## src/inc/mrf_params.svh

```systemverilog
// Constants for the receive mode and filter control block of the MAC.
// Assumes a 100 MHz core clock and nibble-wide MII data.
`ifndef MRF_PARAMS_SVH
`define MRF_PARAMS_SVH

// Control register index on the indirect CSR port
`define MRF_IDX_CTRL 8'h01
`define MRF_CTRL_RESET 32'h0004_0000
// Bits that hold state; everything else reads zero
`define MRF_CTRL_WMASK 32'h80bf_a000

// Field positions inside the control register
`define MRF_BIT_RECEIVE_EVERY 31
`define MRF_BIT_BLOCK_SELF 23
`define MRF_BIT_LOOP_SELECT 21
`define MRF_BIT_FULL_DUPLEX 20
`define MRF_BIT_PASS_MCAST 19
`define MRF_BIT_ANY_DEST 18
`define MRF_BIT_INVERT 17
`define MRF_BIT_FWD_DAMAGED 16
`define MRF_BIT_HASH_ALL 15
`define MRF_BIT_HASH_EXACT 13

// Loopback settling time and core clock period
`define MRF_LOOP_SETTLE_NS 10000
`define MRF_CLK_PERIOD_NS 10

// Frame layout in nibbles
`define MRF_DA_NIBBLES 12'h00c
`define MRF_MIN_FRAME_NIBBLES 12'h080
`define MRF_FLUSH_LAST 4'hb
`define MRF_PREAMBLE_NIB 4'h5
`define MRF_SFD_NIB 4'hd

// Reflected Ethernet CRC
`define MRF_CRC_POLY 32'hedb8_8320
`define MRF_CRC_INIT 32'hffff_ffff

`endif

```

## src/inc/mrf_pkg.sv

```systemverilog
// Types shared by the receive mode and filter control block.
// Assumes the constants header is compiled alongside.
`default_nettype none
package mrf_pkg;
  typedef logic [31:0] mrf_word_t;
  typedef logic [3:0] mrf_nib_t;
  typedef enum logic [2:0] {RX_IDLE, RX_PREAMBLE, RX_DATA, RX_FLUSH, RX_END} mrf_rx_state_t;
endpackage
`default_nettype wire

```

## src/hw/mrf_sync.sv

```systemverilog
// Two-stage synchroniser for a group of pin levels.
// Assumes the inputs are levels from outside the core clock domain.
`timescale 1ns/10ps
`default_nettype none
module mrf_sync #(
  parameter int W = 8
) (
  input wire logic core_clk_in,
  input wire logic resetn_in,
  input wire logic [W-1:0] async_in,
  output var logic [W-1:0] sync_out
);
  logic [W-1:0] meta_ff;

  // First stage feeds only the second stage
  always_ff @(posedge core_clk_in)
  begin
    if (!resetn_in)
    begin
      meta_ff <= '0;
      sync_out <= '0;
    end
    else
    begin
      meta_ff <= async_in;
      sync_out <= meta_ff;
    end
  end
endmodule
`default_nettype wire

```

## src/hw/mrf_crc_nib.sv

```systemverilog
// Running reflected CRC over nibbles, used for the hash filter index.
// Assumes nibbles arrive least significant bit first, one per enable.
`timescale 1ns/10ps
`default_nettype none
`include "mrf_params.svh"
module mrf_crc_nib (
  input wire logic core_clk_in,
  input wire logic resetn_in,
  input wire logic init_in,
  input wire logic en_in,
  input wire mrf_pkg::mrf_nib_t nib_in,
  output var mrf_pkg::mrf_word_t crc_out
);
  import mrf_pkg::*;

  // One nibble, four serial steps of the reflected polynomial
  function automatic mrf_word_t crc_step(input mrf_word_t crc, input mrf_nib_t nib);
    mrf_word_t c;
    c = crc;
    for (int i = 0; i < 4; i++)
    begin
      if (c[0] ^ nib[i])
        c = (c >> 1) ^ `MRF_CRC_POLY;
      else
        c = c >> 1;
    end
    return c;
  endfunction

  // Init wins over a nibble in the same cycle
  always_ff @(posedge core_clk_in)
  begin
    if (!resetn_in || init_in)
      crc_out <= `MRF_CRC_INIT;
    else if (en_in)
      crc_out <= crc_step(crc_out, nib_in);
  end
endmodule
`default_nettype wire

```

## src/hw/mrf_mac_ctrl.sv

```systemverilog
// Control register of the MAC with the receive filter, loopback and duplex logic it steers.
// Assumes the indirect CSR port, station address and hash table come from the core clock domain.
`timescale 1ns/10ps
`default_nettype none
`include "mrf_params.svh"
module mrf_mac_ctrl #(
  parameter int CNT_W = 12
) (
  input wire logic core_clk_in,
  input wire logic resetn_in,
  input wire logic csr_sel_in,
  input wire logic csr_rnw_in,
  input wire logic [7:0] csr_index_in,
  input wire mrf_pkg::mrf_word_t csr_wdata_in,
  output var logic csr_ack_out,
  output var mrf_pkg::mrf_word_t csr_rdata_out,
  input wire logic [47:0] station_addr_in,
  input wire logic [63:0] hash_table_in,
  input wire logic tx_stb_in,
  input wire logic tx_en_in,
  input wire mrf_pkg::mrf_nib_t tx_data_in,
  input wire logic heartbeat_fail_in,
  input wire logic mii_rx_clk_in,
  input wire logic mii_rx_dv_in,
  input wire logic mii_rx_er_in,
  input wire logic mii_col_in,
  input wire mrf_pkg::mrf_nib_t mii_rxd_in,
  output var logic mii_tx_en_out,
  output var mrf_pkg::mrf_nib_t mii_txd_out,
  output var mrf_pkg::mrf_nib_t rx_data_out,
  output var logic rx_valid_out,
  output var logic rx_end_out,
  output var logic rx_keep_out,
  output var logic rx_filter_fail_out,
  output var logic rx_bad_out,
  output var logic hb_fail_out,
  output var logic tx_defer_out,
  output var logic loop_active_out
);
  import mrf_pkg::*;

  localparam int SETTLE_CYC = `MRF_LOOP_SETTLE_NS / `MRF_CLK_PERIOD_NS;
  localparam logic [9:0] SETTLE_LAST = 10'(SETTLE_CYC - 1);

  mrf_word_t ctrl_ff;
  logic [7:0] pin_sync;
  logic rxclk_prev_ff;
  logic pin_stb;
  logic [9:0] settle_cnt_ff;
  logic tx_en_ff;
  logic src_stb;
  logic src_dv;
  logic src_er;
  mrf_nib_t src_d;
  logic self_block;
  mrf_rx_state_t rx_state_ff;
  logic [CNT_W-1:0] cnt_ff;
  logic [3:0] flush_ff;
  logic [47:0] da_ff;
  mrf_nib_t dly_ff [0:11];
  logic shift;
  logic capture;
  logic fwd_ff;
  logic pass_ff;
  logic bad_ff;
  logic abort_ff;
  mrf_word_t crc;
  logic is_mcast;
  logic perfect_hit;
  logic addr_hit;
  logic pass_now;
  logic fwd_now;
  logic fwd_use;

  // Control register: masked write, reserved bits stay zero
  always_ff @(posedge core_clk_in)
  begin
    if (!resetn_in)
      ctrl_ff <= `MRF_CTRL_RESET;
    else if (csr_sel_in && !csr_rnw_in && csr_index_in == `MRF_IDX_CTRL)
      ctrl_ff <= csr_wdata_in & `MRF_CTRL_WMASK;
  end

  // Every request is answered next cycle; other indexes read zero
  always_ff @(posedge core_clk_in)
  begin
    if (!resetn_in)
    begin
      csr_ack_out <= 1'b0;
      csr_rdata_out <= '0;
    end
    else
    begin
      csr_ack_out <= csr_sel_in;
      if (csr_sel_in && csr_rnw_in)
        csr_rdata_out <= (csr_index_in == `MRF_IDX_CTRL) ? ctrl_ff : '0;
    end
  end

  // MII pins cross in as levels; data skew is covered by sampling on the synced clock edge
  mrf_sync #(.W(8)) u_pin_sync (
    .core_clk_in(core_clk_in),
    .resetn_in(resetn_in),
    .async_in({mii_rx_clk_in, mii_rx_dv_in, mii_rx_er_in, mii_col_in, mii_rxd_in}),
    .sync_out(pin_sync)
  );

  always_ff @(posedge core_clk_in)
  begin
    if (!resetn_in)
      rxclk_prev_ff <= 1'b0;
    else
      rxclk_prev_ff <= pin_sync[7];
  end
  assign pin_stb = pin_sync[7] & ~rxclk_prev_ff;

  // Loop mode follows the select bit only after the settling time has run out
  always_ff @(posedge core_clk_in)
  begin
    if (!resetn_in)
    begin
      settle_cnt_ff <= '0;
      loop_active_out <= 1'b0;
    end
    else if (ctrl_ff[`MRF_BIT_LOOP_SELECT] == loop_active_out)
      settle_cnt_ff <= '0;
    else if (settle_cnt_ff == SETTLE_LAST)
    begin
      settle_cnt_ff <= '0;
      loop_active_out <= ctrl_ff[`MRF_BIT_LOOP_SELECT];
    end
    else
      settle_cnt_ff <= settle_cnt_ff + 10'h001;
  end

  // Transmit toward the PHY; silenced while looping back
  always_ff @(posedge core_clk_in)
  begin
    if (!resetn_in)
    begin
      tx_en_ff <= 1'b0;
      mii_tx_en_out <= 1'b0;
      mii_txd_out <= '0;
    end
    else
    begin
      if (tx_stb_in)
        tx_en_ff <= tx_en_in;
      if (loop_active_out)
      begin
        mii_tx_en_out <= 1'b0;
        mii_txd_out <= '0;
      end
      else if (tx_stb_in)
      begin
        mii_tx_en_out <= tx_en_in;
        mii_txd_out <= tx_data_in;
      end
    end
  end

  // Receive source: the PHY, or our own transmit stream in loopback
  assign src_stb = loop_active_out ? tx_stb_in : pin_stb;
  assign src_dv = loop_active_out ? tx_en_in : pin_sync[6];
  assign src_er = loop_active_out ? 1'b0 : (pin_sync[5] | pin_sync[4]);
  assign src_d = loop_active_out ? tx_data_in : pin_sync[3:0];
  // Own frames are dropped only when asked; otherwise they pass like any other
  assign self_block = ctrl_ff[`MRF_BIT_BLOCK_SELF] & tx_en_ff;

  // Half duplex must not start sending over a live carrier
  always_ff @(posedge core_clk_in)
  begin
    if (!resetn_in)
    begin
      tx_defer_out <= 1'b0;
      hb_fail_out <= 1'b0;
    end
    else
    begin
      tx_defer_out <= ~ctrl_ff[`MRF_BIT_FULL_DUPLEX] & pin_sync[6];
      hb_fail_out <= heartbeat_fail_in & ~ctrl_ff[`MRF_BIT_FULL_DUPLEX];
    end
  end

  assign capture = rx_state_ff == RX_DATA && src_stb && src_dv && !self_block;
  assign shift = capture || rx_state_ff == RX_FLUSH;

  mrf_crc_nib u_crc (
    .core_clk_in(core_clk_in),
    .resetn_in(resetn_in),
    .init_in(rx_state_ff != RX_DATA),
    .en_in(capture && cnt_ff < `MRF_DA_NIBBLES),
    .nib_in(src_d),
    .crc_out(crc)
  );

  // Address decision, valid once the whole destination has arrived
  always_comb
  begin
    is_mcast = da_ff[0];
    perfect_hit = da_ff == station_addr_in;
    if (ctrl_ff[`MRF_BIT_HASH_ALL])
      addr_hit = hash_table_in[crc[31:26]];
    else if (ctrl_ff[`MRF_BIT_HASH_EXACT] && is_mcast)
      addr_hit = hash_table_in[crc[31:26]];
    else
      addr_hit = perfect_hit;
    if (ctrl_ff[`MRF_BIT_INVERT] && !ctrl_ff[`MRF_BIT_HASH_EXACT] && !ctrl_ff[`MRF_BIT_HASH_ALL])
      addr_hit = ~addr_hit;
    pass_now = ctrl_ff[`MRF_BIT_ANY_DEST]
      | (ctrl_ff[`MRF_BIT_PASS_MCAST] & is_mcast)
      | addr_hit;
    fwd_now = ctrl_ff[`MRF_BIT_RECEIVE_EVERY] | pass_now;
  end
  assign fwd_use = (cnt_ff == `MRF_DA_NIBBLES) ? fwd_now : fwd_ff;

  // Destination shift and a twelve-nibble delay so nothing leaves before the verdict
  always_ff @(posedge core_clk_in)
  begin
    if (!resetn_in)
    begin
      da_ff <= '0;
      dly_ff[0] <= '0;
    end
    else if (shift)
    begin
      if (capture && cnt_ff < `MRF_DA_NIBBLES)
        da_ff <= {src_d, da_ff[47:4]};
      dly_ff[0] <= src_d;
    end
  end

  genvar gi;
  generate
    for (gi = 1; gi < 12; gi++)
    begin : g_dly
      always_ff @(posedge core_clk_in)
      begin
        if (!resetn_in)
          dly_ff[gi] <= '0;
        else if (shift)
          dly_ff[gi] <= dly_ff[gi-1];
      end
    end
  endgenerate

  // Receive framing: strip preamble, count nibbles, flush the delay, then report
  always_ff @(posedge core_clk_in)
  begin
    if (!resetn_in)
    begin
      rx_state_ff <= RX_IDLE;
      cnt_ff <= '0;
      flush_ff <= '0;
      bad_ff <= 1'b0;
      abort_ff <= 1'b0;
    end
    else
    begin
      case (rx_state_ff)
        RX_IDLE:
        begin
          cnt_ff <= '0;
          bad_ff <= 1'b0;
          // A frame cut by our own transmit stays ignored until its carrier drops
          abort_ff <= src_dv & (abort_ff | (src_stb & self_block));
          if (src_stb && src_dv && !self_block && !abort_ff)
            rx_state_ff <= (src_d == `MRF_SFD_NIB) ? RX_DATA : RX_PREAMBLE;
        end
        RX_PREAMBLE:
        begin
          if (src_stb && (!src_dv || self_block))
          begin
            abort_ff <= self_block;
            rx_state_ff <= RX_IDLE;
          end
          else if (src_stb && src_d == `MRF_SFD_NIB)
            rx_state_ff <= RX_DATA;
        end
        RX_DATA:
        begin
          if (src_stb && (!src_dv || self_block))
          begin
            abort_ff <= self_block;
            flush_ff <= '0;
            rx_state_ff <= (cnt_ff >= `MRF_DA_NIBBLES) ? RX_FLUSH : RX_END;
          end
          else if (capture)
          begin
            if (cnt_ff != '1)
              cnt_ff <= cnt_ff + 1'b1;
            if (src_er)
              bad_ff <= 1'b1;
          end
          else if (src_er && src_stb)
            bad_ff <= 1'b1;
        end
        RX_FLUSH:
        begin
          flush_ff <= flush_ff + 4'h1;
          if (flush_ff == `MRF_FLUSH_LAST)
            rx_state_ff <= RX_END;
        end
        RX_END:
          rx_state_ff <= RX_IDLE;
        default:
          rx_state_ff <= RX_IDLE;
      endcase
    end
  end

  // Verdict is frozen once the destination is complete
  always_ff @(posedge core_clk_in)
  begin
    if (!resetn_in)
    begin
      fwd_ff <= 1'b0;
      pass_ff <= 1'b0;
    end
    else if (rx_state_ff == RX_IDLE)
    begin
      fwd_ff <= 1'b0;
      pass_ff <= 1'b0;
    end
    else if (rx_state_ff == RX_DATA && cnt_ff == `MRF_DA_NIBBLES)
    begin
      fwd_ff <= fwd_now;
      pass_ff <= pass_now;
    end
  end

  // Nibbles leave twelve behind arrival; rejected frames never raise valid
  always_ff @(posedge core_clk_in)
  begin
    if (!resetn_in)
    begin
      rx_data_out <= '0;
      rx_valid_out <= 1'b0;
    end
    else if (capture && cnt_ff >= `MRF_DA_NIBBLES)
    begin
      rx_data_out <= dly_ff[11];
      rx_valid_out <= fwd_use;
    end
    else if (rx_state_ff == RX_FLUSH)
    begin
      rx_data_out <= dly_ff[11];
      rx_valid_out <= fwd_ff;
    end
    else
      rx_valid_out <= 1'b0;
  end

  // End-of-frame status; damaged frames are kept only on request
  always_ff @(posedge core_clk_in)
  begin
    if (!resetn_in)
    begin
      rx_end_out <= 1'b0;
      rx_keep_out <= 1'b0;
      rx_filter_fail_out <= 1'b0;
      rx_bad_out <= 1'b0;
    end
    else
    begin
      rx_end_out <= rx_state_ff == RX_END;
      if (rx_state_ff == RX_END)
      begin
        rx_bad_out <= bad_ff | (cnt_ff < `MRF_MIN_FRAME_NIBBLES);
        rx_filter_fail_out <= ~pass_ff;
        rx_keep_out <= fwd_ff & ~abort_ff & (ctrl_ff[`MRF_BIT_FWD_DAMAGED]
          | ~(bad_ff | (cnt_ff < `MRF_MIN_FRAME_NIBBLES)));
      end
    end
  end
endmodule
`default_nettype wire

```

## config.mk

```make
export PLATFORM = sky130hd
export DESIGN_NAME = mrf_mac_ctrl
export DESIGN_NICKNAME = d
export VERILOG_FILES = /design/src/inc/mrf_pkg.sv /design/src/hw/mrf_sync.sv /design/src/hw/mrf_crc_nib.sv /design/src/hw/mrf_mac_ctrl.sv
export VERILOG_INCLUDE_DIRS = /design/src /design/src/inc
export SDC_FILE = /design/constraint.sdc
export NUM_CORES = 1
export LEC_CHECK = 0
export ABC_AREA = 1
export BUFFER_PORTS_ARGS = -buffer_cell sky130_fd_sc_hd__buf_2
export CAP_MARGIN = 20
export CORE_UTILIZATION = 45
export DETAILED_ROUTE_END_ITERATION = 10
export PLACE_DENSITY_LB_ADDON = 0.08
export SYNTH_ARGS = -nofsm -noshare
export SYNTH_HDL_FRONTEND = slang
export SYNTH_SLANG_ARGS = --single-unit
```

## constraint.sdc

```tcl
create_clock -name core_clk_in -period 4 [get_ports core_clk_in]
set_clock_uncertainty 0.2 [all_clocks]
set_input_delay 0.8 -clock core_clk_in [delete_from_list [all_inputs] [get_ports core_clk_in]]
set_output_delay 0.8 -clock core_clk_in [all_outputs]
set_load 0.03 [all_outputs]
```

==> metrics.txt, run 1 <==
combinational fraction of design power=11.6%; FF+latch count, synth=217; hpwl dp=16610 µm; Synth Cell Area=0.01017 mm²; power density cells=425.8 mW/mm²; # resized after CTS=0; GRT met2 Usage=34.89%; worst r2r path cells=16; nets=1642; Worst setup SP type=register; max cap viols=0; ys flop type=dfxtp_1; clk root buf=clkbuf_16; flop-to-flop setup slack=0.99 ns; GRT Max-Usage Layer=met2; placed instance area=0.01125 mm²; multiplexer share of the synthesized area=0.09838%; Residual DRC=21; initial drt markers=507; GR Util met1=26.73%; Skew-Pair Late Insertion Delay=0.52 ns; Adder-Cell Fraction of Synth Area=0.4919%; via count=8618; Switching Share=25.20%; total negative slack=0 ns; antenna violations before repair=0; Rel. slew slack=37.34%; post-route ant nets=0; DR vias/cell=4.885; sequential share of the synthesized area=47.42%; outcome=complete, but fails checks; n_diodes=0; CTS Buffer Depth=3; die height=152.4 µm; Setup Buffers After CTS=0; RSZ-0062 raised after global routing=no; endpoints failing hold=0; fin. max-slew vios=0; Switch Pwr=1.291 mW; simple-gate share of the synthesized area=22.66%; pin count of the biggest net entering global routing=81; Hold Startpoint=u_pin_sync.meta_ff[7]; Syn Area/Cell=7.791 µm²; Async SR Flop Fraction=0%; min cycle time layout=3.012 ns; core area=0.02203 mm²; layout cell share with drive strength beyond 1=16.37%; Row Count=54; main combinational cell family by area after synthesis=simple AND/OR/NAND/NOR gates; # port buffers=176; Final Cycle Share=75.31%; most frequent cells in the layout=nand2_1 (224), nor2_1 (195), buf_2 (176), dfxtp_1 (169), inv_1 (148); failing checks=design-rule violations; worst slack at placement=0.9202 ns; CP Class=reg2reg; Die X=152.4 µm; synthesized netlist cell count=1306; WP data required=4.18 ns; commonest non-fill, non-tap cell in the layout=nand2_1; power share of the sequential group=46.0%; peak supply drop=0.2806 mV; setup ws final=0.9878 ns; Worst setup EP type=register; Critical Path Fanout Max=34; Clock power frac=42.4%; Post-synth EDFFs=48; final wirelength=23630 µm; full die area=0.02322 mm²; synth unique cells=47; met3 Use GR=3.356%; H-tree levels=1; CTS tree=done; Max Fclk=332.0 MHz; WHS Endpoint=u_pin_sync.sync_out[7]; DR pass1 iterations=8; Synth Area in Compound Gates=11.57%; final core occ=54.62%; FF-to-FF Start=u_crc.crc_out[26]; Worst-Margin Slew=0.9388 ns; gr usage total=20.29%; clk slew on worst S/H paths=0.06 ns; first-pass GRT wire length=39030 µm; I/O pin count=221; routed len/inst=13.40 µm; XOR/XNOR Fraction of Synth Area=8.387%; CTS sink count=217; Yosys warnings=0; RR Endpoint=rx_valid_out; Area Growth Syn to Fin=18.24%; vias in the first global route=8024; Routability Congestion=0.8511; Leak=5.191 nW; Initial Util=46.19%; total grt overflow=0; Final setup viols=0; Post-CTS Hold Buffers=0; worst path arrival time=3.20 ns; Hold Path Depth=2; hold crit path type=reg2reg; internal power=3.832 mW; Final Instance Area=0.01203 mm²; CTS Buf Count=24
## worst max-delay path, cell delays in order, from the launching register on
cell and delay, ns:
dfxtp_1 0.29, buf_4 0.22, inv_1 0.72, nand2_1 0.13
nand3_1 0.12, nand3_1 0.11, nand3_1 0.10, nand2_1 0.06
nand2_1 0.05, nand3_1 0.13, nand2_1 0.09, nand2_1 0.04
nand3_1 0.05, nand2_1 0.12, nand4_1 0.10, nand2_1 0.05
a21oi_1 0.27
## Yosys cell counts, types with 5 or more instances
library cell | count | share of area [%]
nor3_1 | 16 | 0.79
a211oi_1 | 9 | 0.66
or2_2 | 5 | 0.31
a21oi_1 | 72 | 3.5
nand3_1 | 83 | 4.1
clkbuf_1 | 44 | 1.6
nor2_1 | 195 | 7.2
xnor2_1 | 56 | 4.8
nand4_1 | 19 | 1.2
buf_4 | 22 | 1.6
xor2_1 | 27 | 2.3
inv_1 | 148 | 5.5
nand2_1 | 224 | 8.3
dfxtp_1 | 169 | 33
edfxtp_1 | 48 | 14
o21ai_0 | 100 | 4.9
o211ai_1 | 14 | 1.0
## final cells by class
type / instances / area, µm²
fillers: 2134 / 9996
flip-flops and latches: 217 / 4825
multi-input cells: 883 / 4498
repair buffers: 188 / 996.0
clock buffers: 37 / 689.4
inverters: 153 / 576.8
well taps: 280 / 350.3
clock inverters: 6 / 95.09
## cells by family after synthesis
kind of cell / count (synthesis)
adder cells (fa/ha/maj): 4
multiplexers: 1
AO/OA/AOI/OAI: 213
AND/OR/NAND/NOR: 555
other: 1
buffers and inverters: 227
XOR/XNOR: 88
flip-flops: 217
## state kept, by name (all words and copies together) (netlist names), 3 cells and up
signal	flops
rx_state_ff	3
csr_rdata_out	10
ctrl_ff	10
dly_ff	48
u_crc.crc_out	32
rx_data_out	4
u_pin_sync.sync_out	8
cnt_ff	12
mii_txd_out	4
settle_cnt_ff	10
u_pin_sync.meta_ff	8
da_ff	48
flush_ff	4
## power by group through the flow
stage | Sequential [mW] | Clock, mW | Combinational, mW
final | 2.36 | 2.17 | 0.593
after global routing | 2.36 | 2.32 | 0.667
after CTS | 2.36 | 2.23 | 0.597
after detailed placement | 2.40 | 0 | 0.594
after global placement | 2.40 | 0 | 0.594
after floorplan | 2.43 | 0 | 0.380
## per-stage QoR
step | total power, mW | cells | hold slack, ns
after floorplan | 2.807 | 1327 | 0.1905
after global placement | 2.995 | 1721 | 0.1927
after detailed placement | 2.997 | 1721 | 0.1966
after CTS | 5.181 | 1764 | 0.2117
after global routing | 5.351 | 1764 | 0.2241
final | 5.122 | 1764 | 0.2103
## metal layers
layer / vias up / wire length [µm]
met2: 194 / 11160
met3: 28 / 1154
met4: 0 / 303
met5: - / 0
li1: 4490 / -
met1: 3906 / 11020
## worst max path at each step
| stage | start | end | slack, ns |
|---|---|---|---|
| 6_report | u_crc.crc_out[26] | rx_valid_out | 0.99 |
| 5_1_grt | u_crc.crc_out[26] | rx_valid_out | 0.66 |
| 4_1_cts | u_crc.crc_out[26] | rx_valid_out | 0.94 |
| 3_5_place_dp | tx_stb_in | da_ff[31] | 0.92 |
| 3_3_place_gp | u_crc.crc_out[26] | rx_valid_out | 0.94 |
| 2_1_floorplan | tx_stb_in | dly_ff[0][0] | 0.54 |
Note: power is estimated with default switching activity, not from simulation.
==> inputs of run 2 (changes only) <==
ABC_AREA = 0   (was 1)
clock period = 2.95 ns   (was 4 ns; I/O delays follow)
==> run 2 against run 1 <==
Net effect:
- the run still ends with design-rule violations left
- maximum frequency up 13%
- final cell count down 15%
- non-clock buffer count up 13
- synthesized cell count down 21%
- area after synthesis up 0.28%
- register-to-register slack worse by 0.69 ns
- clock power up 34%
- sequential share of layout area down 0.27 points
- wire length down 6.2%
- combinational power down 38%
- core utilization up 0.39 points
- critical path type unchanged
- critical endpoint is now cnt_ff[7]
- largest power group unchanged
==> metrics.txt, run 2 <==
Rel. slew slack=45.05% (was 37.34%); met3 Use GR=3.811% (was 3.356%); WHS=0.08136 ns (was 0.2103 ns); max cap viols=0 (unchanged); Worst setup SP type=register (unchanged); Initial Util=46.32% (was 46.19%); routed len/inst=14.78 µm (was 13.40 µm); Syn Area/Cell=9.858 µm² (was 7.791 µm²); flop-to-flop setup slack=0.29 ns (was 0.99 ns); Yosys warnings=0 (unchanged); Async SR Flop Fraction=0% (unchanged); synthesized netlist cell count=1035 (was 1306); ys flop type=dfxtp_1 (unchanged); endpoints failing hold=0 (unchanged); Worst-Margin Slew=0.8225 ns (was 0.9388 ns); FF+latch count, synth=217 (unchanged); final core occ=55.00% (was 54.62%); Row Count=54 (unchanged); failing checks=design-rule violations (unchanged); # resized after CTS=0 (unchanged); GRT met2 Usage=30.73% (was 34.89%); leading area contributor after synthesis=dfxtp_1 (unchanged); commonest non-fill, non-tap cell in the layout=nand2_1 (unchanged); setup ws final=0.2929 ns (was 0.9878 ns); post-route ant nets=0 (unchanged); worst slack at placement=0.06768 ns (was 0.9202 ns); pin count of the biggest net entering global routing=104 (was 81); nets=1378 (was 1642); Final Cycle Share=90.07% (was 75.31%); most frequent cells in the layout=nand2_1 (178), buf_2 (175), dfxtp_1 (168), and2_1 (69), xor2_1 (63) (was nand2_1 (224), nor2_1 (195), buf_2 (176), dfxtp_1 (169), inv_1 (148)); fin. max-slew vios=0 (unchanged); I/O pin count=221 (unchanged); Post-synth EDFFs=48 (unchanged); initial drt markers=429 (was 507); clk slew on worst S/H paths=0.06 ns (about the same); layout cell share with drive strength beyond 1=22.21% (was 16.37%); most instantiated cells after synthesis=nand2_1 (179), dfxtp_1 (169), and2_1 (69) (was nand2_1 (224), nor2_1 (195), dfxtp_1 (169)); Hold Startpoint=mii_rx_clk_in (was u_pin_sync.meta_ff[7]); final wirelength=22170 µm (was 23630 µm); first-pass GRT wire length=36340 µm (was 39030 µm); FF-to-FF Start=loop_active_out (was u_crc.crc_out[26]); Post-CTS Hold Buffers=0 (unchanged); worst path arrival time=2.85 ns (was 3.20 ns); CTS tree=done (unchanged); CTS Buf Count=23 (was 24); Synth top area share=33.16% (was 33.25%); Final setup viols=0 (unchanged); outcome=complete, but fails checks (unchanged); CTS sink count=217 (unchanged); Worst setup EP type=register (unchanged); vias in the first global route=7113 (was 8024); # port buffers=176 (unchanged); most frequent cell after synthesis=nand2_1 (unchanged); clk root buf=clkbuf_16 (unchanged); power density cells=524.1 mW/mm² (was 425.8 mW/mm²); Synth Cell Area=0.01020 mm² (was 0.01017 mm²); core area=0.02203 mm² (unchanged); RSZ-0062 raised after global routing=no (unchanged); die height=152.6 µm (was 152.4 µm); DR vias/cell=4.995 (was 4.885); Critical Path Fanout Max=9 (was 34); total grt overflow=0 (unchanged); GRT Max-Usage Layer=met2 (unchanged); Worst Setup SP=loop_active_out (was u_crc.crc_out[26]); sequential share of the synthesized area=47.28% (was 47.42%); H-tree levels=1 (unchanged); CTS Buffer Depth=3 (unchanged); Area Growth Syn to Fin=18.74% (was 18.24%); DR pass1 iterations=10 (was 8); CP Class=reg2reg (unchanged); hold crit path type=in2reg (was reg2reg); Die X=152.6 µm (was 152.4 µm); synth unique cells=68 (was 47); Max Fclk=376.4 MHz (was 332.0 MHz); Leak=5.372 nW (was 5.191 nW); Skew-Pair Late Insertion Delay=0.51 ns (was 0.52 ns); Setup Buffers After CTS=0 (unchanged); antenna violations before repair=3 (was 0); Residual DRC=8 (was 21); min cycle time layout=2.657 ns (was 3.012 ns); n_diodes=0 (unchanged); total negative slack=0 ns (unchanged); GR Util met1=25.96% (was 26.73%); peak supply drop=0.3982 mV (was 0.2806 mV); total power=6.350 mW (was 5.122 mW); Routability Congestion=0.8466 (was 0.8511); WP data required=3.14 ns (was 4.18 ns); gr usage total=19.04% (was 20.29%); full die area=0.02328 mm² (was 0.02322 mm²); top flop regs=da_ff (48), dly_ff (48), u_crc.crc_out (32) (unchanged); via count=7493 (was 8618); Synth area leaders=dfxtp_1 (33%), edfxtp_1 (14%), nand2_1 (6.6%) (was dfxtp_1 (33%), edfxtp_1 (14%), nand2_1 (8.3%)); hpwl dp=15950 µm (was 16610 µm)
## run 2: changes by cell type in the layout (fill, tap and decap cells not counted), sizes merged, moves of 36 or more
cell	delta
xor2	+36
a21boi	+57
nand2	-45
nand3	-49
inv	-139
mux2i	+56
o21ai	-96
and2	+68
a21oi	-61
nor2	-149
## run 2: cell type report
class                   count  area [µm²]
repair buffers            201        1134
fillers                  2033        9911
clock buffers              30       643.1
clock inverters            12       120.1
inverters                   7       26.28
well taps                 280       350.3
multi-input cells         753        5016
flip-flops and latches    217        4826
## run 2: cell families (layout without fill, tap and decap cells)
kind of cell | count (synthesis) | after routing | share of synthesized area [%]
and+or+nand+nor | 423 | 423 | 20.80
DFF | 217 | 217 | 47.28
AOI/OAI and AO/OA | 145 | 145 | 11.10
xor gates and xnor gates | 101 | 101 | 9.920
buffers and inverters | 86 | 250 | 4.366
muxes | 57 | 57 | 5.911
adders and majority gates | 5 | 5 | 0.5886
other | 1 | 22 | 0.03675
## run 2: final timing paths
kind                             to  cells past startpoint
max                       cnt_ff[7]                      7
min           u_pin_sync.meta_ff[7]                      2
max reg2reg               cnt_ff[7]                      7
min reg2reg  u_pin_sync.sync_out[2]                      1
## run 2: power breakdown
group          switching, mW  total [mW]  internal (mW)
Combinational          0.204       0.370          0.165
Sequential            0.0132        3.08           3.07
Clock                   1.18        2.90           1.72
Total                   1.39        6.35           4.96
## run 2: worst max-delay path, cell delays in order, from the launching register on
cell,delay (ns)
dfxtp_1,0.70
mux2i_1,0.24
a21oi_4,0.32
o2111ai_4,0.19
a2111oi_4,0.52
nand3_1,0.14
xor2_1,0.17
nor2_1,0.05
## run 2: through the flow
| stage | area, µm² | instances |
|---|---|---|
| after floorplan | 10280 | 1056 |
| after global placement | 11350 | 1458 |
| after detailed placement | 11350 | 1458 |
| after CTS | 12120 | 1500 |
| after global routing | 12120 | 1500 |
| final | 12120 | 1500 |
## run 2: layer usage
layer  routed length [µm]  vias up  share of wire [%]
li1                     -     3831                  -
met1                10490     3484                 47
met2                10130      133                 46
met3                 1038       41                4.7
met4                  495        4                2.2
met5                   22        -              0.099
==> inputs of run 3 (changes only) <==
CELL_PAD_IN_SITES_DETAIL_PLACEMENT = 0   (was not set)
CELL_PAD_IN_SITES_GLOBAL_PLACEMENT = 1   (was not set)
CORE_UTILIZATION = 42   (was 45)
clock period = 2.5 ns   (was 2.95 ns; I/O delays follow)
==> run 3 against run 2 <==
Net effect:
- the run now ends clean
- wire length rose by 6.6%
- first-iteration DRC count rose by 7.9%
- sequential power rose by 18%
- die area rose by 7.0%
- clock power rose by 22%
- via count rose by 2.0%
- critical path depth did not move
- flip-flop and latch count did not move
- count of clock-buffer cells in the layout rose by 4
- register-to-register slack got worse by 0.16 ns
- non-clock buffer count rose by 38
- power rose by 20%
==> metrics.txt, run 3 (synthesis results as in run 2) <==
fin. max-slew vios=0 (unchanged); core area=0.02368 mm² (was 0.02203 mm²); Switch Pwr=1.655 mW (was 1.393 mW); commonest non-fill, non-tap cell in the layout=nand2_1 (unchanged); gr usage total=19.08% (was 19.04%); Row Count=56 (was 54); Switching Share=21.67% (was 21.95%); Rel. slew slack=61.12% (was 45.05%); die height=157.9 µm (was 152.6 µm); post-route ant nets=0 (unchanged); CP Cell Sequence=buf_12 -> mux2i_4 -> xnor2_4 -> xnor2_4 -> xor2_1 -> xor2_1 -> o211ai_1 (was mux2i_1 -> a21oi_4 -> o2111ai_4 -> a2111oi_4 -> nand3_1 -> xor2_1 -> nor2_1); DR pass1 iterations=4 (was 10); nets=1418 (was 1378); initial drt markers=463 (was 429); combinational fraction of design power=6.1% (was 5.8%); antenna violations before repair=3 (unchanged); endpoints failing hold=0 (unchanged); power share of the sequential group=47.6% (was 48.6%); Worst setup SP type=register (unchanged); first-pass GRT wire length=37650 µm (was 36340 µm); Final Instance Area=0.01261 mm² (was 0.01212 mm²); peak supply drop=0.4293 mV (was 0.3982 mV); CTS tree=done (unchanged); Die X=157.9 µm (was 152.6 µm); pin count of the biggest net entering global routing=104 (unchanged); Initial Util=43.08% (was 46.32%); CP Class=reg2reg (unchanged); max cap viols=0 (unchanged); total grt overflow=0 (unchanged); CTS Buf Count=25 (was 23); GRT Max-Usage Layer=met2 (unchanged); outcome=complete, no violations (was complete, but fails checks); worst path arrival time=2.54 ns (was 2.85 ns); GRT met2 Usage=30.63% (was 30.73%); Leak=5.584 nW (was 5.372 nW); via count=7642 (was 7493); total power=7.641 mW (was 6.350 mW); H-tree levels=1 (unchanged); Max Fclk=422.0 MHz (was 376.4 MHz); top flop regs=da_ff (48), dly_ff (48), u_crc.crc_out (32) (unchanged); Area Growth Syn to Fin=23.62% (was 18.74%); CTS sink count=217 (unchanged); Critical Path Fanout Max=11 (was 9); hpwl dp=16800 µm (was 15950 µm); CTS Buffer Depth=3 (unchanged); Clock power frac=46.3% (was 45.6%); Worst setup EP type=register (unchanged); Routability Congestion=0.7988 (was 0.8466); I/O pin count=221 (unchanged); Worst-Margin Slew=0.5685 ns (was 0.8225 ns); buffers plus inverters on the worst setup path=1 (was 0); final wirelength=23630 µm (was 22170 µm); Skew-Pair Late Insertion Delay=0.51 ns (about the same); CP max-delay cell=dfxtp_1 (unchanged); power density cells=605.8 mW/mm² (was 524.1 mW/mm²); routed len/inst=14.93 µm (was 14.78 µm); total negative slack=0 ns (unchanged); met3 Use GR=2.984% (was 3.811%); clk slew on worst S/H paths=0.06 ns (about the same); GR Util met1=26.67% (was 25.96%); most frequent cells in the layout=nand2_1 (178), buf_2 (175), dfxtp_1 (168), and2_1 (69), xor2_1 (63) (unchanged); internal power=5.985 mW (was 4.956 mW); full die area=0.02492 mm² (was 0.02328 mm²); # port buffers=176 (unchanged); Final Cycle Share=94.79% (was 90.07%); family with the most delay on the worst path=XOR/XNOR gates (was compound AO/OA/AOI/OAI gates); Residual DRC=0 (was 8); CP max stage delay=0.45 ns (was 0.70 ns); clk root buf=clkbuf_16 (unchanged); DR vias/cell=4.828 (was 4.995); WP data required=2.67 ns (was 3.14 ns); min cycle time layout=2.370 ns (was 2.657 ns); Final setup viols=0 (unchanged); placed instance area=0.01162 mm² (was 0.01135 mm²); vias in the first global route=7192 (was 7113); layout cell share with drive strength beyond 1=23.95% (was 22.21%); hold crit path type=in2reg (unchanged)
[run 3: power by group through the flow]
stage	Sequential, mW	Clock (mW)	Combinational [mW]
after floorplan	3.72	0	0.265
after global placement	3.71	0	0.450
after detailed placement	3.71	0	0.449
after CTS	3.64	3.65	0.464
after global routing	3.64	3.81	0.505
final	3.64	3.54	0.463
[run 3: worst paths after layout]
path	cells past startpoint	start	to	slack, ns
worst max register to register	7	loop_active_out	u_crc.crc_out[18]	0.13
worst min-delay path	2	heartbeat_fail_in	hb_fail_out	0.03
worst max-delay path	7	loop_active_out	u_crc.crc_out[18]	0.13
worst min register to register	1	u_pin_sync.meta_ff[2]	u_pin_sync.sync_out[2]	0.23
[run 3: worst register-to-register path, stage by stage, from the launching register on]
cell and delay (ns):
dfxtp_1 0.45, buf_12 0.19, mux2i_4 0.35, xnor2_4 0.18, xnor2_4 0.30, xor2_1 0.29
xor2_1 0.19, o211ai_1 0.09
[run 3: routing by layer]
metal	vias up	share of wire, %
met4	0	1.9
met1	3556	48
met2	125	46
li1	3925	-
met5	-	0
met3	36	3.8
[run 3: final cells by class]
class                           instances  area (µm²)
Tap cell                              319       399.1
Fill cell                            2272       11070
Timing Repair Buffer                  239        1475
Clock inverter                         11       131.4
Antenna cell                            3       7.507
Sequential cell                       217        4826
Multi-Input combinational cell        753        5089
Clock buffer                           34       659.4
Inverter                                7       26.28
[run 3: per-stage QoR]
stage / std cells / hold slack, ns / worst slack [ns] / util (%)
after floorplan: 1056 / 0.2119 / 0.1006 / -
after global placement: 1522 / 0.2187 / -0.2324 / 49.06
after detailed placement: 1522 / 0.2189 / -0.2965 / 49.06
after CTS: 1576 / 0.01017 / 0.008939 / 52.79
after global routing: 1582 / 0.02014 / -0.007232 / 53.25
final: 1583 / 0.03170 / 0.1303 / 53.26
[run 3: timing repair]
item	in CTS	in global routing
setup endpoints to repair	3	47
pin swaps	1	5
hold buffers	9	0
resized for setup	1	12
setup buffers	0	3
cloned	0	1
endpoints found under the hold margin	9	0
